==> config.mk <==
export PLATFORM = sky130hd
export DESIGN_NAME = monitor_irq_status_mask
export DESIGN_NICKNAME = d
export VERILOG_FILES = /design/src/verilog/monitor_irq_pkg.sv /design/src/verilog/monitor_irq_status_mask.sv
export SDC_FILE = /design/constraint.sdc
export NUM_CORES = 1
export LEC_CHECK = 0
export BUFFER_PORTS_ARGS = -buffer_cell sky130_fd_sc_hd__buf_2
export CAP_MARGIN = 20
export CORE_ASPECT_RATIO = 1.5
export CORE_MARGIN = 3
export CORE_UTILIZATION = 30
export CTS_BUF_LIST = sky130_fd_sc_hd__clkbuf_2
export CTS_CLUSTER_DIAMETER = 100
export DETAILED_ROUTE_END_ITERATION = 10
export SKIP_CTS_REPAIR_TIMING = 1
export SLEW_MARGIN = 20
export SYNTH_ARGS = -nofsm -noshare
export SYNTH_HDL_FRONTEND = slang
export SYNTH_SLANG_ARGS = --single-unit
==> constraint.sdc <==
create_clock -name core_clk_in -period 3.2 [get_ports core_clk_in]
set_input_delay 0 -clock core_clk_in [delete_from_list [all_inputs] [get_ports core_clk_in]]
set_output_delay 0 -clock core_clk_in [all_outputs]
set_load 0.02 [all_outputs]
==> src/verilog/monitor_irq_pkg.sv <==
/*
 * constants for the monitor interrupt status and mask block:
 * register offsets, field positions, reset values and timing.
 * assumes a single 20 MHz core clock.
 */
package monitor_irq_pkg;

    // -------------------------------------------------------------
    // register offsets
    // -------------------------------------------------------------
    localparam logic [7:0] OFS_FLAGS_A = 8'h41;
    localparam logic [7:0] OFS_FLAGS_B = 8'h42;
    localparam logic [7:0] OFS_BLOCK_A = 8'h43;
    localparam logic [7:0] OFS_BLOCK_B = 8'h44;
    localparam logic [7:0] OFS_SPARE = 8'h45;
    localparam logic [7:0] OFS_CLEAR_CTL = 8'h46;
    localparam logic [7:0] OFS_VOLT_ID = 8'h47;
    localparam logic [7:0] OFS_SLAVE_ADDR = 8'h48;

    // -------------------------------------------------------------
    // field positions
    // -------------------------------------------------------------
    localparam int BIT_TEMP = 4;
    localparam int BIT_FAN_A = 6;
    localparam int BIT_FAN_B = 7;
    localparam int BIT_RAIL_12V = 0;
    localparam int BIT_NEG_CORE2 = 1;
    localparam int BIT_INTRUSION = 4;
    localparam int BIT_RESET_GATE = 7;
    localparam int BIT_CLEAR_REQ = 7;
    localparam int FAN_A_DIV_LSB = 4;
    localparam int FAN_B_DIV_LSB = 6;

    // -------------------------------------------------------------
    // reset values
    // -------------------------------------------------------------
    localparam logic [7:0] RST_REG = 8'h00;
    localparam logic [1:0] RST_FAN_DIV = 2'h1;
    localparam logic [5:0] SLAVE_ADDR_FIXED = 6'h0b;
    localparam logic [1:0] ADDR_LOAD_AT = 2'h3;

    // -------------------------------------------------------------
    // temperature modes
    // -------------------------------------------------------------
    localparam logic [1:0] TEMP_ONE_TIME = 2'h1;
    localparam logic [1:0] TEMP_COMPARATOR = 2'h2;

    // -------------------------------------------------------------
    // timing
    // -------------------------------------------------------------
    localparam int CLK_HZ = 20_000_000;
    localparam int CLEAR_PULSE_MS = 20;
    localparam int CLEAR_PULSE_CYCLES = (CLEAR_PULSE_MS * (CLK_HZ / 1000));
    localparam int PULSE_W = 19;

endpackage : monitor_irq_pkg

==> src/verilog/monitor_irq_status_mask.sv <==
/*
 * interrupt status, mask, intrusion clear pulse, voltage id readout with
 * fan divisor select and serial slave address of a system health monitor.
 * assumes the serial protocol engine drives the register port on the same
 * clock, and that comparators give fault levels with a conversion strobe.
 */
// Function
// - voltage faults set status-one bits zero to three
// - temperature fault sets bit four per mode
// - fan faults set status-one bits six, seven
// - 12V and negative/core2 faults set status-two
// - intrusion high sets status-two bit four
// - reading status clears the read flags
// - status read never clears intrusion flag
// - persisting fault raises fresh flag later, except temperature in one-time mode
// - mask bit one blocks matching status bit
// - mask-two bit seven gates remote reset
// - spare register at 0x45 reads/writes
// - clear request drives 20 ms low pulse
// - clear request bit self-clears after pulse
// - voltage id bits follow input pins
// - bits 5:4 choose fan A divisor
// - bits 7:6 choose fan B divisor
// - slave address writable, loads pattern plus pins
// - status, mask, clear registers reset zero
// - two-bit field selects temperature mode
// - interrupt output only while enabled
// - interrupt-clear hides output, pauses monitoring
module monitor_irq_status_mask
    import monitor_irq_pkg::*;
#(
    parameter int PULSE_CYCLES = CLEAR_PULSE_CYCLES
) (
    // clock and reset
    input wire logic core_clk_in,
    input wire logic reset_in,
    // register port
    input wire logic [7:0] reg_addr_in,
    input wire logic reg_wr_in,
    input wire logic reg_rd_in,
    input wire logic [7:0] reg_wdata_in,
    output logic [7:0] reg_rdata_out,
    // monitoring results
    input wire logic conv_done_in,
    input wire logic rail_2v5_fault_in,
    input wire logic core1_rail_fault_in,
    input wire logic rail_3v3_fault_in,
    input wire logic rail_5v_fault_in,
    input wire logic fan_a_fault_in,
    input wire logic fan_b_fault_in,
    input wire logic rail_12v_fault_in,
    input wire logic neg_or_core2_fault_in,
    input wire logic temp_over_hot_in,
    input wire logic temp_below_hyst_in,
    // configuration bits
    input wire logic int_enable_in,
    input wire logic int_clear_in,
    input wire logic reset_request_in,
    input wire logic [1:0] temp_mode_in,
    // pins
    input wire logic intrusion_pin_in,
    output logic intrusion_pin_out,
    output logic intrusion_pin_oe_n_out,
    input wire logic [3:0] cpu_volt_code_in,
    input wire logic addr_select_lo_in,
    input wire logic addr_select_hi_in,
    // outputs
    output logic irq_n_out,
    output logic monitor_paused_out,
    output logic reset_pulse_allowed_out,
    output logic [1:0] fan_a_divisor_out,
    output logic [1:0] fan_b_divisor_out,
    output logic [7:0] bus_slave_address_out
);

    // -------------------------------------------------------------
    // state
    // -------------------------------------------------------------
    typedef struct packed {
        logic pin_s1;
        logic pin_s2;
        logic [3:0] vid_s1;
        logic [3:0] vid_s2;
        logic [1:0] adr_s1;
        logic [1:0] adr_s2;
        logic [1:0] init_cnt;
        logic [7:0] flags_a;
        logic [7:0] flags_b;
        logic [7:0] block_a;
        logic [7:0] block_b;
        logic [7:0] spare;
        logic [6:0] clear_low;
        logic clear_req;
        logic [PULSE_W-1:0] pulse_cnt;
        logic [1:0] fan_a_div;
        logic [1:0] fan_b_div;
        logic [7:0] slave_addr;
        logic temp_active;
        logic [7:0] rdata;
        logic irq_n;
        logic paused;
        logic reset_gate;
        logic pin_oe_n;
    } state_t;

    state_t st;
    state_t next_st;

    // -------------------------------------------------------------
    // helpers
    // -------------------------------------------------------------
    // strobe aimed at one register offset
    function automatic logic hit(input logic strobe, input logic [7:0] addr, input logic [7:0] ofs);
        return strobe && (addr == ofs);
    endfunction

    // -------------------------------------------------------------
    // next state
    // -------------------------------------------------------------
    always_comb begin
        logic conv;
        logic rd_a;
        logic rd_b;
        logic temp_set;
        logic temp_drop;
        logic [7:0] set_a;
        logic [7:0] set_b;
        logic [7:0] clr_a;
        logic [7:0] clr_b;
        logic wr;
        logic pulse_end;
        logic pending;
        conv = 1'b0;
        rd_a = 1'b0;
        rd_b = 1'b0;
        temp_set = 1'b0;
        temp_drop = 1'b0;
        set_a = 8'h00;
        set_b = 8'h00;
        clr_a = 8'h00;
        clr_b = 8'h00;
        wr = 1'b0;
        pulse_end = 1'b0;
        pending = 1'b0;
        next_st = st;

        // input synchronisers
        next_st.pin_s1 = intrusion_pin_in;
        next_st.pin_s2 = st.pin_s1;
        next_st.vid_s1 = cpu_volt_code_in;
        next_st.vid_s2 = st.vid_s1;
        next_st.adr_s1 = {addr_select_hi_in, addr_select_lo_in};
        next_st.adr_s2 = st.adr_s1;

        conv = conv_done_in && !int_clear_in;
        rd_a = hit(reg_rd_in, reg_addr_in, OFS_FLAGS_A);
        rd_b = hit(reg_rd_in, reg_addr_in, OFS_FLAGS_B);
        pulse_end = st.clear_req && (st.pulse_cnt == PULSE_W'(PULSE_CYCLES - 1));

        // temperature mode handling
        unique case (temp_mode_in)
            TEMP_ONE_TIME: begin
                temp_set = conv && temp_over_hot_in && !st.temp_active;
                if (conv && temp_over_hot_in) begin
                    next_st.temp_active = 1'b1;
                end else if (conv && temp_below_hyst_in) begin
                    next_st.temp_active = 1'b0;
                end
            end
            TEMP_COMPARATOR: begin
                temp_set = conv && temp_over_hot_in;
                temp_drop = conv && !temp_over_hot_in;
                next_st.temp_active = 1'b0;
            end
            default: begin
                if (conv && temp_over_hot_in) begin
                    next_st.temp_active = 1'b1;
                end else if (conv && temp_below_hyst_in) begin
                    next_st.temp_active = 1'b0;
                end
                temp_set = conv && (temp_over_hot_in || (st.temp_active && !temp_below_hyst_in));
            end
        endcase

        // fault inputs sampled each conversion, intrusion every cycle; a lasting fault re-sets later except one-time temperature
        set_a[0] = conv && rail_2v5_fault_in;
        set_a[1] = conv && core1_rail_fault_in;
        set_a[2] = conv && rail_3v3_fault_in;
        set_a[3] = conv && rail_5v_fault_in;
        set_a[BIT_TEMP] = temp_set;
        set_a[BIT_FAN_A] = conv && fan_a_fault_in;
        set_a[BIT_FAN_B] = conv && fan_b_fault_in;
        set_b[BIT_RAIL_12V] = conv && rail_12v_fault_in;
        set_b[BIT_NEG_CORE2] = conv && neg_or_core2_fault_in;
        set_b[BIT_INTRUSION] = st.pin_s2 && !st.clear_req;

        // read clears, set wins
        clr_a = rd_a ? 8'hff : 8'h00;
        clr_a[BIT_TEMP] = clr_a[BIT_TEMP] || temp_drop;
        clr_b = rd_b ? 8'hef : 8'h00;
        clr_b[BIT_INTRUSION] = pulse_end;
        next_st.flags_a = ((st.flags_a & ~clr_a) | set_a) & 8'hdf;
        next_st.flags_b = ((st.flags_b & ~clr_b) | set_b) & 8'h13;

        // register writes
        wr = reg_wr_in;
        if (hit(wr, reg_addr_in, OFS_BLOCK_A)) begin
            next_st.block_a = reg_wdata_in;
        end
        if (hit(wr, reg_addr_in, OFS_BLOCK_B)) begin
            next_st.block_b = reg_wdata_in;
        end
        if (hit(wr, reg_addr_in, OFS_SPARE)) begin
            next_st.spare = reg_wdata_in;
        end
        if (hit(wr, reg_addr_in, OFS_CLEAR_CTL)) begin
            next_st.clear_low = reg_wdata_in[6:0];
            if (!st.clear_req && reg_wdata_in[BIT_CLEAR_REQ]) begin
                next_st.clear_req = 1'b1;
                next_st.pulse_cnt = '0;
            end
        end
        if (hit(wr, reg_addr_in, OFS_VOLT_ID)) begin
            next_st.fan_a_div = reg_wdata_in[FAN_A_DIV_LSB +: 2];
            next_st.fan_b_div = reg_wdata_in[FAN_B_DIV_LSB +: 2];
        end

        // address strap caught once both synchroniser stages hold the pins
        if (st.init_cnt != ADDR_LOAD_AT) begin
            next_st.init_cnt = st.init_cnt + 2'h1;
            if (st.init_cnt + 2'h1 == ADDR_LOAD_AT) begin
                next_st.slave_addr = {SLAVE_ADDR_FIXED, st.adr_s2};
            end
        end else if (hit(wr, reg_addr_in, OFS_SLAVE_ADDR)) begin
            next_st.slave_addr = reg_wdata_in;
        end

        // intrusion clear pulse
        if (st.clear_req) begin
            if (pulse_end) begin
                next_st.clear_req = 1'b0;
            end else begin
                next_st.pulse_cnt = st.pulse_cnt + 1'b1;
            end
        end
        next_st.pin_oe_n = !next_st.clear_req;

        // read data
        unique case (reg_addr_in)
            OFS_FLAGS_A: next_st.rdata = st.flags_a;
            OFS_FLAGS_B: next_st.rdata = st.flags_b;
            OFS_BLOCK_A: next_st.rdata = st.block_a;
            OFS_BLOCK_B: next_st.rdata = st.block_b;
            OFS_SPARE: next_st.rdata = st.spare;
            OFS_CLEAR_CTL: next_st.rdata = {st.clear_req, st.clear_low};
            OFS_VOLT_ID: next_st.rdata = {st.fan_b_div, st.fan_a_div, st.vid_s2};
            OFS_SLAVE_ADDR: next_st.rdata = st.slave_addr;
            default: next_st.rdata = 8'h00;
        endcase
        if (!reg_rd_in) begin
            next_st.rdata = st.rdata;
        end

        // interrupt and gates
        pending = |(st.flags_a & ~st.block_a) || |(st.flags_b & ~st.block_b);
        next_st.irq_n = !(int_enable_in && !int_clear_in && pending);
        next_st.paused = int_clear_in;
        next_st.reset_gate = reset_request_in && st.block_b[BIT_RESET_GATE];
    end

    // -------------------------------------------------------------
    // registers
    // -------------------------------------------------------------
    always_ff @(posedge core_clk_in or posedge reset_in) begin
        if (reset_in) begin
            st <= '0;
            st.irq_n <= 1'b1;
            st.pin_oe_n <= 1'b1;
            st.fan_a_div <= RST_FAN_DIV;
            st.fan_b_div <= RST_FAN_DIV;
            st.slave_addr <= {SLAVE_ADDR_FIXED, 2'h0};
            st.flags_a <= RST_REG;
            st.flags_b <= RST_REG;
        end else begin
            st <= next_st;
        end
    end

    // -------------------------------------------------------------
    // outputs
    // -------------------------------------------------------------
    assign reg_rdata_out = st.rdata;
    assign irq_n_out = st.irq_n;
    assign monitor_paused_out = st.paused;
    assign reset_pulse_allowed_out = st.reset_gate;
    assign intrusion_pin_out = 1'b0;
    assign intrusion_pin_oe_n_out = st.pin_oe_n;
    assign fan_a_divisor_out = st.fan_a_div;
    assign fan_b_divisor_out = st.fan_b_div;
    assign bus_slave_address_out = st.slave_addr;

endmodule // monitor_irq_status_mask

==> metrics.md <==
| Metric | Value |
|---|---|
| Yosys warnings | 0 |
| CP max stage cell | nor4_4 |
| Global Route met2 Usage | 25.9% |
| Grt total ovfl | 0 |
| Critical Path Most Common Cell | dlygate4sd3_1 |
| Comb pwr share | 17.5% |
| Worst Tran Pin Value | roughly 920 ps |
| Critical Path Source Type | primary input |
| CTS root buffer | clkbuf_2 |
| Clk sinks | 102 |
| CTS tree | yes |
| GRT Util Overall | 14.6% |
| Pleak | 2.80 nW |
| Drt total wl | 14300 um |
| Worst setup slack after layout | 394 ps |
| Via count | 4207 |
| Hold Path Class | primary input to register |
| Violated checks | hold timing |
| Slew margin rel. | between 30 and 40% |
| Top-area cell type share of the netlist area | a little under half |
| Clock Path Buffers | 2 |
| Count of final setup violators | 0 |
| CP Max Fanout | 14 |
| Met3 Resource Use GR | 3.58% |
| Synth area leaders | dfrtp_1, mux2_2, dfstp_2 |
| Initial antenna violation count | 2 |
| Routability congestion estimate | 0.857 |
| Hold Vio Cnt, Final | 1 |
| Nets@finish | 632 |
| Iteration-0 DRC Markers | 227 |
| Internal Power | 0.00174 W |
| Fmax | around 360 MHz |
| VDD IR-drop max | 0.158 mV |
| CP required | 3730 ps |
| Area Overhead vs Synth | 20.0% |
| CP Cell Sequence | dlygate4sd3_1 -> buf_2 -> or4b_4 -> nor4_4 -> nand2_1 -> dlygate4sd3_1 -> o21ai_0 -> dlygate4sd3_1 |
| Port buffer count | 66 |
| Multi-input logic area | 2300 sq um |
| Power share of the clock group | 20.5% |
| Die X | 114 um |
| Total CTS buffers | 9 |
| DRT Pass-1 Iters | 5 |
| Max Slew Vio Count | 0 |
| Die Ht | 168 um |
| Sw Pwr | between 0.0008 and 0.0009 W |
| Non-filler cells, final | 800 |
| Placed Cells | 724 |
| Yosys reg bits | 102 |
| WL per Instance | roughly 18 um |
| DR DRC count | 0 |
| # IOs | 68 |
| Crit-path leading delay family | buffers and inverters |
| Total negative slack | 0 ps |
| Post-route ant nets | 0 |
| Period minus WS final | 2810 ps |
| Fraction of synthesis flops using an asynchronous set or reset pin | 100% |
| Top Usage Layer GRT | met2 |
| CTS H-Tree Depth | 3 |
| Synth Cell Area | between 5000 and 6000 sq um |
| Syn_nets | around 540 |
| Seq pwr share | 62.0% |
| Post-DP HPWL | 10300 um |
| Clk pin slew, worst setup/hold paths | 250 ps |
| WS Path Type | primary input to register |
| Area leader, netlist | dfrtp_1 |
| Largest stage delay on the critical path | 670 ps |
| Cell Pwr Density | 411 nW/um^2 |
| Die area | 19100 sq um |
| Hold_ws | -12.0 ps |
| Count leader, synth | dfrtp_1 |
| FF/Latch Area | 2560 sq um |
| Max-capacitance violation count | 0 |
| Area of the core | around 17000 sq um |
| Vias in the first global route | roughly 4000 |
| Clk_skew | just over 30 ps |
| Drt via density | 5.26 |
| WP buf/inv | 4 |
| Standard-cell rows | 58 |
| Switching Fraction | between 30 and 40% |
| Post-synth EDFFs | 0 |
| Post-Synthesis Cells | 488 |
| Avg Inst Size Synth | 10.7 sq um |
| Placement Setup Slack | between 1000 and 1500 ps |
| Sequential fraction of the synthesis area | 49.0% |
| Fill cells | about 1700 |
| Met1 Use GR | 16.9% |
| Period Utilization, post-route | 87.7% |
| CP arrival | 3340 ps |
| Largest net degree at the start of global routing | 56 |
| Crit path capture type | register |
| Status | complete, but fails checks |
| Layout cell share with drive strength beyond 1 | about 24% |
| Cell variety after synth | 64 |
| Initial Utilization | 30.9% |
| Top post-synthesis cells by count | dfrtp_1, mux2_2, nand2_1 |
| Global-route wire length before repair | ~22000 um |
| Clk_lat worst skew | 590 ps |
| Primary FF master, synth | dfrtp_1 |
| RSZ-0062 raised after global routing | no |
==> area by class of cell <==
class                      count  area share [%]
inverter                      27            1.66
antenna                        1          0.0399
timing repair buffer         130            15.3
sequential                   102            40.8
multi-input combinational    314            36.6
clock inverter                 7           0.638
clock buffer                   9           0.718
tap                          210            4.19
==> cell families after synthesis <==
family	after synthesis	synth area share [%]
adders and majority gates	5	1.20
buffers and inverters	72	6.99
AOI/OAI and AO/OA	104	14.1
other	1	0.0718
muxes	47	10.1
DFF	102	49.0
and+or+nand+nor	151	17.5
xor gates and xnor gates	6	1.01
==> tightest hold or removal path, cell delays in order <==
cell and delay (ps):
buf_2 230, inv_1 130, a221oi_1 90, o22ai_1 90
==> metrics by stage <==
stage               power, W  instance area, sq um  util, %  hold WS, ps
floorplan            0.00188                  5220        -         31.4
global placement     0.00199                  5590     33.1          109
detailed placement   0.00201                  5590     33.1          109
CTS                  0.00254                  5680     33.6         -560
global route         0.00274                  6270     37.1         13.0
finish               0.00258                  6270     37.1        -12.0
==> power groups by stage <==
stage / Sequential [W] / Combinational, W / Clock, W
3_5_place_dp: 0.00161 / 0.000399 / 0
2_1_floorplan: 0.00154 / 0.000338 / 0
4_1_cts: 0.00159 / 0.000401 / 0.000552
6_report: 0.00160 / 0.000452 / 0.000528
3_3_place_gp: 0.00160 / 0.000387 / 0
5_1_grt: 0.00162 / 0.000512 / 0.000610
==> final timing paths <==
path	startpoint	to	slack, ps	cells after the start
worst max-delay path	reg_addr_in[7]	bus_slave_address_out[3]$_DFFE_PP1P_	390	8
worst min-delay path	reg_addr_in[2]	reg_rdata_out[4]$_DFFE_PP0P_	-10	4
worst max register to register	st[92]$_DFFE_PP0N_	bus_slave_address_out[3]$_DFFE_PP1P_	450	7
worst min register to register	next_st[101]$_DFF_PP0_	st[101]$_DFF_PP0_	380	0
max in group asynchronous	reset_in	bus_slave_address_out[2]$_DFFE_PP1P_	2310	4
min in group asynchronous	reset_in	st[53]$_DFFE_PP0P_	30	3
==> metal layers <==
metal	share of wire (%)	wire, um	up-vias
met3	4.7	676	31
met1	39	5620	2086
met2	53	7540	127
met4	3.1	444	2
met5	0.049	7	-
li1	-	-	1961
==> state kept, by name (all words and copies together), names as in the netlist <==
| name | flops |
|---|---|
| reg_rdata_out | 8 |
| monitor_paused_out | 1 |
| reset_pulse_allowed_out | 1 |
| irq_n_out | 1 |
| st | 71 |
| fan_a_divisor_out | 2 |
| fan_b_divisor_out | 2 |
| intrusion_pin_oe_n_out | 1 |
| next_st | 7 |
| bus_slave_address_out | 8 |
==> cell usage in the layout (no fill, tap or decap), types with 11 or more instances in the layout <==
cell type | netlist | layout
and3_1 | 12 | 12
inv_1 | 27 | 26
dlygate4sd3_1 | 0 | 59
dfrtp_1 | 95 | 95
a22o_1 | 11 | 11
buf_2 | 9 | 66
mux2i_1 | 11 | 11
nor2_1 | 15 | 15
o22ai_1 | 12 | 12
nand3_1 | 11 | 11
nand2_1 | 35 | 35
mux2_2 | 35 | 35
o21ai_0 | 18 | 18
nand3b_1 | 13 | 13
Note: power is estimated with default switching activity, not from simulation.
